<file path="src/inc/ieb_pkg.sv">
// Constants and types shared by the interrupt enable bank design.
package ieb_pkg;

	// ****************************************************************
	// Sizes
	// ****************************************************************
	localparam int BANKS      = 4;
	localparam int BANK_W     = 16;
	localparam int SRC_W      = 64;
	localparam int PRIO_W     = 3;
	localparam int PRIO_WORDS = 16;
	localparam int FIELDS     = 4;
	localparam int FIELD_W    = 4;
	localparam int WIDX_W     = 4;
	localparam int SRC_IDX_W  = 6;

	// ****************************************************************
	// Bank layout, bank 1 in the low sixteen bits
	// ****************************************************************
	localparam logic [SRC_W-1:0]  IMPL_MASK  = 64'h010e_4006_22e3_fe1f;
	localparam logic [SRC_W-1:0]  EN_RESET   = 64'h0000_0000_0000_0000;
	localparam logic [SRC_W-1:0]  FLAG_RESET = 64'h0000_0000_0000_0000;
	localparam logic [BANK_W-1:0] PRIO_RESET = 16'h4444;
	localparam logic [BANK_W-1:0] PRIO_WMASK = 16'h7777;

	// ****************************************************************
	// Register map, byte addresses
	// ****************************************************************
	localparam int         ADDR_W         = 8;
	localparam logic [7:0] OFF_EN_BASE    = 8'h00;
	localparam logic [7:0] OFF_FLAG_BASE  = 8'h10;
	localparam logic [7:0] OFF_STATUS     = 8'h20;
	localparam logic [7:0] OFF_PRIO_BASE  = 8'h40;
	localparam logic [7:0] BANK_SPAN_MASK = 8'hf3;
	localparam logic [7:0] PRIO_SPAN_MASK = 8'hc3;

	// ****************************************************************
	// Bus encodings
	// ****************************************************************
	localparam logic [1:0] HRESP_OKAY = 2'h0;

	typedef enum logic [1:0] {
		PH_IDLE   = 2'h0,
		PH_RDWAIT = 2'h1,
		PH_RDDATA = 2'h3
	} ieb_phase_t;

endpackage : ieb_pkg

</file>
<file path="src/inc/ieb_prio_if.sv">
// Connection between the register front end, the priority store and the scanner.
`timescale 1ns/1ns
interface ieb_prio_if;
	logic                       we;
	logic [ieb_pkg::WIDX_W-1:0] waddr;
	logic [ieb_pkg::BANK_W-1:0] wdata;
	logic [ieb_pkg::WIDX_W-1:0] bus_raddr;
	logic [ieb_pkg::BANK_W-1:0] bus_rdata;
	logic [ieb_pkg::WIDX_W-1:0] scan_raddr;
	logic [ieb_pkg::BANK_W-1:0] scan_rdata;

	modport mem  (input we, waddr, wdata, bus_raddr, scan_raddr, output bus_rdata, scan_rdata);
	modport bus  (output we, waddr, wdata, bus_raddr, input bus_rdata);
	modport scan (output scan_raddr, input scan_rdata);
endinterface : ieb_prio_if

</file>
<file path="src/hdl/ieb_prio_mem.sv">
// Priority field store: sixteen words, one write port and two registered read ports.
`timescale 1ns/1ns
module ieb_prio_mem (
	input wire logic hclk,
	input wire logic hresetn,
	ieb_prio_if.mem  mp
);
	localparam int WIDX_W = ieb_pkg::WIDX_W;

	logic [ieb_pkg::BANK_W-1:0] word [ieb_pkg::PRIO_WORDS];

	// ****************************************************************
	// Storage, each field resets to the middle priority
	// ****************************************************************
	genvar gi;
	generate
		for (gi = 0; gi < ieb_pkg::PRIO_WORDS; gi++) begin : g_word
			always_ff @(posedge hclk or negedge hresetn) begin
				if (!hresetn) begin
					word[gi] <= ieb_pkg::PRIO_RESET;
				end else if (mp.we && (mp.waddr == WIDX_W'(gi))) begin
					word[gi] <= mp.wdata & ieb_pkg::PRIO_WMASK;
				end
			end
		end
	endgenerate

	// ****************************************************************
	// Read ports
	// ****************************************************************
	always_ff @(posedge hclk or negedge hresetn) begin
		if (!hresetn) begin
			mp.bus_rdata  <= ieb_pkg::PRIO_RESET;
			mp.scan_rdata <= ieb_pkg::PRIO_RESET;
		end else begin
			mp.bus_rdata  <= word[mp.bus_raddr];
			mp.scan_rdata <= word[mp.scan_raddr];
		end
	end
endmodule : ieb_prio_mem

</file>
<file path="src/hdl/ieb_arbiter.sv">
// Sweeping arbiter that picks the highest-priority pending source.
`timescale 1ns/1ns
module ieb_arbiter (
	input  wire logic                          hclk,
	input  wire logic                          hresetn,
	input  wire logic [ieb_pkg::SRC_W-1:0]     pending,
	ieb_prio_if.scan                           mp,
	output logic                               irq_valid,
	output logic [ieb_pkg::PRIO_W-1:0]         irq_level,
	output logic [ieb_pkg::SRC_IDX_W-1:0]      irq_source
);
	localparam logic [ieb_pkg::WIDX_W-1:0] LAST_WORD = 4'hf;

	logic [ieb_pkg::WIDX_W-1:0]    scan_cnt;
	logic [ieb_pkg::WIDX_W-1:0]    rd_idx;
	logic                          rd_ok;
	logic [ieb_pkg::PRIO_W-1:0]    acc_lvl;
	logic [ieb_pkg::SRC_IDX_W-1:0] acc_id;
	logic [ieb_pkg::PRIO_W-1:0]    next_lvl;
	logic [ieb_pkg::SRC_IDX_W-1:0] next_id;

	assign mp.scan_raddr = scan_cnt;

	// ****************************************************************
	// Candidate selection over one word
	// ****************************************************************
	// level zero
	// A zero field never wins; ties go to the lower source number.
	always_comb begin
		logic [ieb_pkg::PRIO_W-1:0]    lvl;
		logic [ieb_pkg::SRC_IDX_W-1:0] id;
		lvl      = '0;
		id       = '0;
		next_lvl = acc_lvl;
		next_id  = acc_id;
		for (int j = 0; j < ieb_pkg::FIELDS; j++) begin
			lvl = mp.scan_rdata[j*ieb_pkg::FIELD_W +: ieb_pkg::PRIO_W];
			id  = {rd_idx, j[1:0]};
			if (rd_ok && pending[id] && (lvl != '0) && (lvl > next_lvl)) begin
				next_lvl = lvl;
				next_id  = id;
			end
		end
	end

	// ****************************************************************
	// Sweep and result
	// ****************************************************************
	always_ff @(posedge hclk or negedge hresetn) begin
		if (!hresetn) begin
			scan_cnt <= '0;
			rd_idx   <= '0;
			rd_ok    <= 1'b0;
		end else begin
			scan_cnt <= scan_cnt + 4'h1;
			rd_idx   <= scan_cnt;
			rd_ok    <= 1'b1;
		end
	end

	always_ff @(posedge hclk or negedge hresetn) begin
		if (!hresetn) begin
			acc_lvl    <= '0;
			acc_id     <= '0;
			irq_valid  <= 1'b0;
			irq_level  <= '0;
			irq_source <= '0;
		end else if (rd_ok && (rd_idx == LAST_WORD)) begin
			acc_lvl    <= '0;
			acc_id     <= '0;
			// A source that stopped pending mid-sweep must not be published from its stale level.
			irq_valid  <= (next_lvl != '0) && pending[next_id];
			irq_level  <= next_lvl;
			irq_source <= next_id;
		end else begin
			acc_lvl <= next_lvl;
			acc_id  <= next_id;
			// A request withdrawn mid-sweep is dropped at once.
			if (!pending[irq_source]) begin
				irq_valid <= 1'b0;
			end
		end
	end
endmodule : ieb_arbiter

</file>
<file path="src/hdl/ieb_top.sv">
// Interrupt enable bank with flag, priority and arbitration, reached over AHB-Lite.
`timescale 1ns/1ns
module ieb_top (
	input  wire logic                      hclk,
	input  wire logic                      hresetn,
	input  wire logic                      hsel,
	input  wire logic [31:0]               haddr,
	input  wire logic [1:0]                htrans,
	input  wire logic                      hwrite,
	input  wire logic [2:0]                hsize,
	input  wire logic [31:0]               hwdata,
	input  wire logic                      hready,
	output logic                           hreadyout,
	output logic                           hresp,
	output logic [31:0]                    hrdata,
	input  wire logic [ieb_pkg::SRC_W-1:0] irq_event,
	output logic [ieb_pkg::SRC_W-1:0]      int_enable,
	output logic [ieb_pkg::SRC_W-1:0]      int_flag,
	output logic                           irq_valid,
	output logic [ieb_pkg::PRIO_W-1:0]     irq_level,
	output logic [ieb_pkg::SRC_IDX_W-1:0]  irq_source
);

	// ****************************************************************
	// Decode helpers
	// ****************************************************************
	function automatic logic in_span(input logic [7:0] a, input logic [7:0] base, input logic [7:0] span);
		in_span = ((a & span) == base);
	endfunction : in_span

	ieb_pkg::ieb_phase_t        phase;
	ieb_pkg::ieb_phase_t        next_phase;
	logic [7:0]                 addr_q;
	logic                       hi_ok;
	logic                       wr_pend;
	logic [ieb_pkg::SRC_W-1:0]  next_enable;
	logic [ieb_pkg::SRC_W-1:0]  next_flag;
	logic [ieb_pkg::SRC_W-1:0]  wr_lanes;
	logic [ieb_pkg::SRC_W-1:0]  wr_value;
	logic [ieb_pkg::SRC_W-1:0]  pending;
	logic [31:0]                rd_mux;
	logic [ieb_pkg::BANK_W-1:0] en_word;
	logic [ieb_pkg::BANK_W-1:0] flag_word;

	wire        take     = hsel && htrans[1] && hready;
	wire [1:0]  bank_idx = addr_q[3:2];
	wire        hit_en   = hi_ok && in_span(addr_q, ieb_pkg::OFF_EN_BASE, ieb_pkg::BANK_SPAN_MASK);
	wire        hit_flag = hi_ok && in_span(addr_q, ieb_pkg::OFF_FLAG_BASE, ieb_pkg::BANK_SPAN_MASK);
	wire        hit_prio = hi_ok && in_span(addr_q, ieb_pkg::OFF_PRIO_BASE, ieb_pkg::PRIO_SPAN_MASK);
	wire        hit_stat = hi_ok && (addr_q == ieb_pkg::OFF_STATUS);
	wire        wr_en    = wr_pend && hit_en;
	wire        wr_flag  = wr_pend && hit_flag;

	ieb_prio_if pif ();

	// ****************************************************************
	// Priority store and arbiter
	// ****************************************************************
	assign pif.we        = wr_pend && hit_prio;
	assign pif.waddr     = addr_q[5:2];
	assign pif.wdata     = hwdata[ieb_pkg::BANK_W-1:0];
	assign pif.bus_raddr = addr_q[5:2];

	ieb_prio_mem u_mem (
		.hclk    (hclk),
		.hresetn (hresetn),
		.mp      (pif.mem)
	);

	assign pending = int_flag & int_enable & ieb_pkg::IMPL_MASK;

	ieb_arbiter u_arb (
		.hclk       (hclk),
		.hresetn    (hresetn),
		.pending    (pending),
		.mp         (pif.scan),
		.irq_valid  (irq_valid),
		.irq_level  (irq_level),
		.irq_source (irq_source)
	);

	// ****************************************************************
	// Register write data
	// ****************************************************************
	// The write lands in the lanes of the addressed bank only.
	assign wr_lanes = {{ieb_pkg::BANK_W{bank_idx == 2'h3}}, {ieb_pkg::BANK_W{bank_idx == 2'h2}},
	                   {ieb_pkg::BANK_W{bank_idx == 2'h1}}, {ieb_pkg::BANK_W{bank_idx == 2'h0}}};
	assign wr_value = {ieb_pkg::BANKS{hwdata[ieb_pkg::BANK_W-1:0]}};

	// bit positions
	// The implemented mask fixes every documented enable position per bank.
	assign next_enable = wr_en ? (((int_enable & ~wr_lanes) | (wr_value & wr_lanes)) & ieb_pkg::IMPL_MASK)
	                           : int_enable;

	// flag set
	// An event in the cycle of a software clear wins over that clear.
	assign next_flag = ((wr_flag ? ((int_flag & ~wr_lanes) | (wr_value & wr_lanes)) : int_flag) | irq_event)
	                   & ieb_pkg::IMPL_MASK;

	// ****************************************************************
	// Register state
	// ****************************************************************
	always_ff @(posedge hclk or negedge hresetn) begin
		if (!hresetn) begin
			int_enable <= ieb_pkg::EN_RESET;
			int_flag   <= ieb_pkg::FLAG_RESET;
		end else begin
			int_enable <= next_enable;
			int_flag   <= next_flag;
		end
	end

	// ****************************************************************
	// Read data selection
	// ****************************************************************
	assign en_word   = int_enable[bank_idx*ieb_pkg::BANK_W +: ieb_pkg::BANK_W];
	assign flag_word = int_flag[bank_idx*ieb_pkg::BANK_W +: ieb_pkg::BANK_W];

	assign rd_mux = hit_en   ? {16'h0000, en_word} :
	                hit_flag ? {16'h0000, flag_word} :
	                hit_prio ? {16'h0000, pif.bus_rdata} :
	                hit_stat ? {16'h0000, 6'h00, irq_valid, irq_level, irq_source} :
	                32'h0000_0000;

	// ****************************************************************
	// Bus phases
	// ****************************************************************
	// Reads wait two cycles so the registered priority port has settled,
	// including a read that directly follows a write to the same word.
	always_comb begin
		next_phase = phase;
		unique case (phase)
			ieb_pkg::PH_IDLE: begin
				if (take && !hwrite) begin
					next_phase = ieb_pkg::PH_RDWAIT;
				end
			end
			ieb_pkg::PH_RDWAIT: begin
				next_phase = ieb_pkg::PH_RDDATA;
			end
			ieb_pkg::PH_RDDATA: begin
				next_phase = ieb_pkg::PH_IDLE;
			end
			default: begin
				next_phase = ieb_pkg::PH_IDLE;
			end
		endcase
	end

	always_ff @(posedge hclk or negedge hresetn) begin
		if (!hresetn) begin
			phase <= ieb_pkg::PH_IDLE;
		end else begin
			phase <= next_phase;
		end
	end

	always_ff @(posedge hclk or negedge hresetn) begin
		if (!hresetn) begin
			addr_q  <= '0;
			hi_ok   <= 1'b0;
			wr_pend <= 1'b0;
		end else begin
			wr_pend <= take && hwrite && (phase == ieb_pkg::PH_IDLE);
			if (take && (phase == ieb_pkg::PH_IDLE)) begin
				addr_q <= haddr[ieb_pkg::ADDR_W-1:0];
				hi_ok  <= (haddr[31:ieb_pkg::ADDR_W] == 24'h00_0000);
			end
		end
	end

	always_ff @(posedge hclk or negedge hresetn) begin
		if (!hresetn) begin
			hreadyout <= 1'b1;
			hrdata    <= 32'h0000_0000;
			hresp     <= ieb_pkg::HRESP_OKAY[0];
		end else begin
			hresp     <= ieb_pkg::HRESP_OKAY[0];
			hreadyout <= (next_phase == ieb_pkg::PH_IDLE);
			if (phase == ieb_pkg::PH_RDDATA) begin
				hrdata <= rd_mux;
			end
		end
	end

endmodule : ieb_top

</file>
<file path="config.mk">
export PLATFORM = sky130hd
export DESIGN_NAME = ieb_top
export DESIGN_NICKNAME = d
export VERILOG_FILES = /design/src/inc/ieb_pkg.sv /design/src/inc/ieb_prio_if.sv /design/src/hdl/ieb_prio_mem.sv /design/src/hdl/ieb_arbiter.sv /design/src/hdl/ieb_top.sv
export SDC_FILE = /design/constraint.sdc
export NUM_CORES = 1
export LEC_CHECK = 0
export BUFFER_PORTS_ARGS = -buffer_cell sky130_fd_sc_hd__buf_4
export CORE_MARGIN = 1.5
export CORE_UTILIZATION = 50
export DETAILED_ROUTE_END_ITERATION = 12
export PLACE_DENSITY = 0.84
export SLEW_MARGIN = 20
export SYNTH_ARGS = -nofsm -noshare
export SYNTH_HDL_FRONTEND = slang
export SYNTH_SLANG_ARGS = --single-unit
</file>
<file path="constraint.sdc">
create_clock -name hclk -period 18.3 [get_ports hclk]
set_input_delay 5.49 -clock hclk [delete_from_list [all_inputs] [get_ports hclk]]
set_output_delay 5.49 -clock hclk [all_outputs]
set_load 0.1 [all_outputs]
</file>
Yosys cells after proc, flatten, opt, wreduce, memory -nomap -nowiden
Index checks and enable logic that the tools add are counted.
- flip-flop bits (word level): 348
- bits in latches: 0
- bits in writable memories: 0
- bits in read-only memories: 0
- input bits: 138
- output and inout port bits: 172
- memories: 0
- add/subtract/negate cells: 1
- $mul: 0
- divide/modulo/power cells: 0
- order comparisons: 12
- equal/unequal tests: 25
- shifts and indexed selects: 2
- muxes and demuxes: 37
- bitwise gates (word level): 10
- reduce and logical (&&, ||, !) cells: 55
- operator list (cell ; count):
    $and A57 B57 Y57 ; 4
    $or A57 B57 Y57 ; 3
    $bmux W16 S4 ; 2
    $shiftx A64 B7 Y16 ; 2
    $mux W16 ; 5
    $mux W57 ; 1
    $not A57 Y57 ; 1
    $logic_and A1 B1 Y1 ; 43
    $lt A6 B7 Y1 const B ; 6
    $eq A4 B4 Y1 const B ; 9
    $mux W15 ; 2
    $mux W6 ; 5
    $logic_not A24 Y1 ; 1
    $eq A4 B3 Y1 const B ; 5
    $bmux W1 S4 ; 4
    $mux W3 ; 5
    $reduce_bool A3 Y1 ; 5
    $bmux W1 S6 ; 2
    $gt A3 B3 Y1 ; 4
    $ge A5 B5 Y1 const B ; 2
    $mux W10 ; 1
    $not A4 Y5 ; 2
    $eq A4 B2 Y1 const B ; 2
    $eq A8 B6 Y1 const B ; 1
    13 further kinds ; 25

Longest topological paths before layout
- depth in word-level cells: 20
- depth in mapped cells: 38
- gate-level depth less buffers: 36

Modules after synthesis
A second synthesis with hierarchy kept.
- cells, all modules: 1522
- area total of the unflattened synthesis: 19113.3 um^2
- by module, submodules not included (module ; instances ; cells each ; area each (um^2)):
    ieb_prio_mem ; 1 ; 673 ; 10882.9
    ieb_top ; 1 ; 487 ; 4789.6
    ieb_arbiter ; 1 ; 362 ; 3440.8

Worst setup path before layout
Ideal clock, no wire load.
- path kind: register to register
- start point: register (tool-made name)
- end point: register u_arb.irq_valid
- arrival time: 7.510 ns
- required time: 18.205 ns
- path slack: 10.695 ns
- cell stages (with the launch flop): 34
- path buffers: 3
- path through: dfrtp_1 -> nand2_1 -> or3_1 -> nand3_2 -> nand2_1 -> clkbuf_1 -> o21ai_0 -> ha_1 -> nor2_1 -> nor2_1 -> a2111oi_0 -> a211o_4 -> a21oi_1 -> a31oi_1 -> ha_1 -> a21oi_1 -> nand3_1 -> a2111o_1 -> and2_1 -> clkbuf_1 -> nand2_1 -> o21ai_0 -> ha_1 -> nor2b_1 -> o21ai_0 -> a221o_1 -> nand3_1 -> a221oi_4 -> buf_6 -> mux2_4 -> a211oi_1 -> o21ai_0 -> a211o_1 -> a221oi_2
- RTL lines (item ; RTL line ; source):
    end signal, assigned ; ieb_arbiter.sv:72 ; irq_valid <= (next_lvl != '0) && pending[next_id];
    end, declared ; ieb_arbiter.sv:8 ; output logic irq_valid,

Final worst setup path
- start point: register u_arb.rd_idx[1] (netlist bit)
- end point: register u_arb.irq_valid
- longest elaborated chain between the ends: 19
- ends and longest elaborated chain (item ; RTL line ; source):
    start, declared ; ieb_arbiter.sv:15 ; logic [ieb_pkg::WIDX_W-1:0] rd_idx;
    start signal, assigned ; ieb_arbiter.sv:56 ; rd_idx <= scan_cnt;
    $bmux W1 S4 ; ieb_arbiter.sv:39 ; if (rd_ok && pending[id] && (lvl != '0) && (lvl > next_lvl)) begin
    $mux W1 (implied by the code) ; ieb_arbiter.sv:39 ;
    $logic_and A1 B1 Y1 (3 in series) ; ieb_arbiter.sv:39 ;
    $mux W3 ; ieb_arbiter.sv:39 ;
    $gt A3 B3 Y1 ; ieb_arbiter.sv:39 ;
    $logic_and A1 B1 Y1 ; ieb_arbiter.sv:39 ;
    $mux W3 ; ieb_arbiter.sv:39 ;
    $gt A3 B3 Y1 ; ieb_arbiter.sv:39 ;
    $logic_and A1 B1 Y1 ; ieb_arbiter.sv:39 ;
    $mux W3 ; ieb_arbiter.sv:39 ;
    $gt A3 B3 Y1 ; ieb_arbiter.sv:39 ;
    $logic_and A1 B1 Y1 ; ieb_arbiter.sv:39 ;
    $mux W6 ; ieb_arbiter.sv:39 ;
    $bmux W1 S6 ; ieb_arbiter.sv:72 ;
    $mux W1 (implied by the code) ; ieb_arbiter.sv:72 ;
    $logic_and A1 B1 Y1 ; ieb_arbiter.sv:72 ;
    $mux W1 ; ieb_arbiter.sv:68 ; end else if (rd_ok && (rd_idx == LAST_WORD)) begin
Several ways; a longest one is shown, not always the timed one. The select of a mux whose other input is x is not followed.
A chain may end at the register's enable or synchronous reset.

==> run_results.csv <==
group,metric,value,unit
clock_tree,cts_tree,"done",
synth,synthArstFlopShare,1.00,
worst_setup_path,cp_slowest_stage_delay,0.77,ns
die,rows,69,
power,intPower,1.47,mW
worst_setup_path,setup.worst_path.class,"flop to flop",
sta,setup_viol,0,
worst_setup_path,reg2reg_to,"u_arb.irq_valid$_DFFE_PN0P_",
place,dp_cells,1933,
clock_tree,clock_sinks,325,
worst_setup_path,cp-end-kind,"flop",
clock_tree,cts_buffers,36,
place,io_buffers,158,
power,powerDensity,104,nW/um^2
power,p_seq_frac,0.397,
clock_tree,htreeDepth,2,
clock_tree,postCtsHoldBufs,0,
clock_tree,clk_pin_slew_worst_paths,0.06,ns
min_path,whs_endpoint,"addr_q[1]$_DFFE_PN0P_",
drt,firstDrtPassIters,8,
run_status,outcome,"finished, final reports clean",
sta,timing.slew.headroom,0.230,
sta,worstMarginPinSlew,1.15,ns
power,clock_power_share,0.378,
power,swShare,0.306,
sta,min_period_over_period,0.499,
drt,drt-initial-drc-count,1425,
place,dp_hpwl,35.3,mm
clock_tree,insertion_delay,0.54,ns
worst_setup_path,cp-startpoint,"u_arb.rd_idx[1]$_DFF_PN0_",
die,num_io_pins,310,
sta,rsz0062_at_grt,"no",
cells_and_area,final_core_util,0.576,
cells_and_area,antenna_cells,0,
synth,synth_edf_count,0,
synth,synth_area_per_cell,12.7,um^2
min_path,min_path_type,"flop to flop",
clock_tree,post_cts_buffers,0,
worst_setup_path,path_max_fanout,16,
min_path,min_delay_path_depth,2,
cells_and_area,fill_cells,2699,
synth,syn-instance-count,1408,
drt,viasPerCell,6.47,
sta,max_freq,0.110,GHz
sta,clock_skew,0.0239,ns
drt,vias,12937,
cells_and_area,stdcell_count,1999,
synth,seq_area_frac_synth,0.459,
worst_setup_path,start_kind,"flop",
die,die_x,192,um
global_route,grt_pass1_wl,79.4,mm
die,core-area,35400,um^2
sta,slew_viol_final,0,
place,dp_slack,9.49,ns
sta,fin_crit,9.12,ns
worst_setup_path,arrival,9.56,ns
synth,yosys_warnings,0,
power,p_leak,8.35,nW
place,gp_congestion,0.966,
power,vdd_drop_max,0.0864,mV
synth,synth_ff_type,"dfrtp_1",
cells_and_area,syn2layout_area_growth,13.8,%
job,drv_cap,0,
power,power.switching,649,uW
global_route,antenna_found_initial,1,
die,fp.dieH,192,um
synth,synth_cell_types,85,
power,combPwrFrac,0.225,
clock_tree,clock_path_buffers,3,
global_route,grt_pass1_vias,12932,
cells_and_area,final_layout_size_suffix_gt1_frac,0.439,
worst_setup_path,rrSetupSlack,9.18,ns
min_path,holdCritStartpoint,"addr_q[1]$_DFFE_PN0P_",
synth,syn-cell-area,17900,um^2
worst_setup_path,slowest_stage,"dfrtp_1",
worst_setup_path,cp.required,18.74,ns
global_route,track_usage,0.290,
drt,routed_wl,53.4,mm
sta,tns,0,ns
drt,drc,0,
die,initial_utilization,0.506,
drt,wl_per_cell,26.7,um
global_route,grt_max_degree,112,
sta,hold_violations,0,
synth,ys_ff_latch,325,
worst_setup_path,reg2reg_depth,30,
sta,holdWs,0.482,ns
drt,drtAntennaViolNets,0,
global_route,grt_overflow,0,
clock_tree,cts-root-buf,"clkbuf_16",
worst_setup_path,reg2reg_from,"u_arb.rd_idx[1]$_DFF_PN0_",
cells_and_area,multi_input_area,8880,um^2
die,design.die.area,37000,um^2
cells_and_area,nNetsFinal,1659,
cells_and_area,register_area,8230,um^2
clock_tree,post_cts_resized,0,
sta,fin_ws,9.18,ns
[cells by family after synthesis]
kind of cell             count (synthesis)  synth area share
XOR/XNOR                                 2          0.000978
AND/OR/NAND/NOR                        296            0.0807
other                                    2          0.000419
buffers and inverters                  213            0.0652
flip-flops                             325             0.459
multiplexers                           366             0.306
adder cells (fa/ha/maj)                 10           0.00698
AO/OA/AOI/OAI                          194            0.0810
[synthesized netlist by cell type, types with 4 or more instances]
cell / number / area, um^2
a22oi_1: 6 / 45.0
nor3b_1: 4 / 30.0
a22o_1: 4 / 35.0
a211o_1: 29 / 254
inv_1: 15 / 56.3
ha_1: 10 / 125
nand2_1: 114 / 428
and3_1: 5 / 31.3
dfrtp_1: 252 / 6310
mux2_2: 223 / 2510
o21ai_0: 45 / 225
nand3b_1: 6 / 45.0
nor2b_1: 39 / 244
a21oi_1: 22 / 110
a31oi_1: 14 / 87.6
nor2_1: 49 / 184
nand3_1: 29 / 145
a221oi_1: 6 / 52.6
o31ai_1: 6 / 45.0
mux2i_1: 19 / 190
buf_1: 21 / 78.8
buf_4: 93 / 698
nand4_1: 5 / 31.3
dfstp_2: 73 / 1920
nand2b_1: 5 / 31.3
nor3_1: 7 / 35.0
a311oi_1: 6 / 52.6
mux4_2: 122 / 2750
a211oi_1: 5 / 37.5
clkbuf_1: 79 / 297
a32o_1: 4 / 40.0
and2_1: 8 / 50.1
nor4_1: 9 / 56.3
[flip-flops by register name, indices dropped and copies added (netlist names), 4 cells and up, named ones only]
name and count:
hrdata 16, u_mem.mp.scan_rdata 12, int_flag 26, u_arb.mp.scan_raddr 4
addr_q 8, u_mem.word 192, u_arb.rd_idx 4, u_arb.irq_source 6
u_arb.acc_id 6, u_mem.mp.bus_rdata 12
[worst max-delay path, delay by kind of cell, from the launching register on]
family / cells / cell delay, ns
AND/OR/NAND/NOR: 12 / 2.77
adder cells (fa/ha/maj): 3 / 0.88
multiplexers: 1 / 0.42
flip-flops: 1 / 0.77
AO/OA/AOI/OAI: 14 / 4.16
[metrics by stage]
stage	power [mW]	cell area (um^2)
detailed placement	1.32	19000
CTS	2.13	20400
global placement	1.31	19000
finish	2.12	20400
floorplan	1.20	18300
global route	2.19	20400
[power by group through the flow]
stage | logic [mW] | clock network [mW] | registers [mW]
after floorplan | 0.380 | 0 | 0.824
after global placement | 0.461 | 0 | 0.850
after detailed placement | 0.471 | 0 | 0.854
after CTS | 0.474 | 0.810 | 0.842
after global routing | 0.499 | 0.841 | 0.851
final | 0.477 | 0.802 | 0.843
[cell usage in the layout, fill, tap and decap left out, types with 5 or more instances in the layout]
master,Yosys,routed
ha_1,10,10
a311oi_1,6,6
inv_1,15,15
and3_1,5,5
conb_1,2,94
mux2i_1,19,19
a21oi_1,22,22
nor4_1,9,9
mux4_2,122,122
nand3_1,29,29
nor2b_1,39,38
nand4_1,5,5
mux2_2,223,223
clkinv_2,0,6
dfstp_2,73,73
and2_1,8,8
nor2_1,49,48
a221oi_1,6,6
nand3b_1,6,6
buf_4,93,168
bufinv_16,0,7
a211oi_1,5,5
dfrtp_1,252,248
o31ai_1,6,6
a31oi_1,14,14
nor3_1,7,6
nand2b_1,5,5
clkbuf_16,0,37
a211o_1,29,29
o21ai_0,45,45
clkbuf_8,0,6
nand2_1,114,114
a22oi_1,6,6
[worst max-delay path by stage]
stage	end	slack (ns)	depth (start not counted)
final	u_arb.irq_valid$_DFFE_PN0P_	9.18	30
after floorplan	u_arb.irq_valid$_DFFE_PN0P_	10.70	33
after global routing	u_arb.irq_valid$_DFFE_PN0P_	8.71	29
after detailed placement	u_arb.irq_valid$_DFFE_PN0P_	9.49	30
after CTS	u_arb.irq_valid$_DFFE_PN0P_	9.39	30
after global placement	u_arb.irq_valid$_DFFE_PN0P_	9.54	30
[cell type report]
class / count / area share
clock inverter: 19 / 0.0155
tap: 461 / 0.0283
multi-input combinational: 962 / 0.435
inverter: 15 / 0.00276
sequential: 325 / 0.404
timing repair buffer: 171 / 0.0645
clock buffer: 46 / 0.0500
[per-layer routing]
layer  vias up  GRT usage  routed length, um
met3       174     0.0469               4480
met4         0      0.140               2680
met5         -          0                  0
met1      6668      0.380              20300
li1       5317          -                  -
met2       778      0.472              26000
Power figures use the tool's default switching activity.
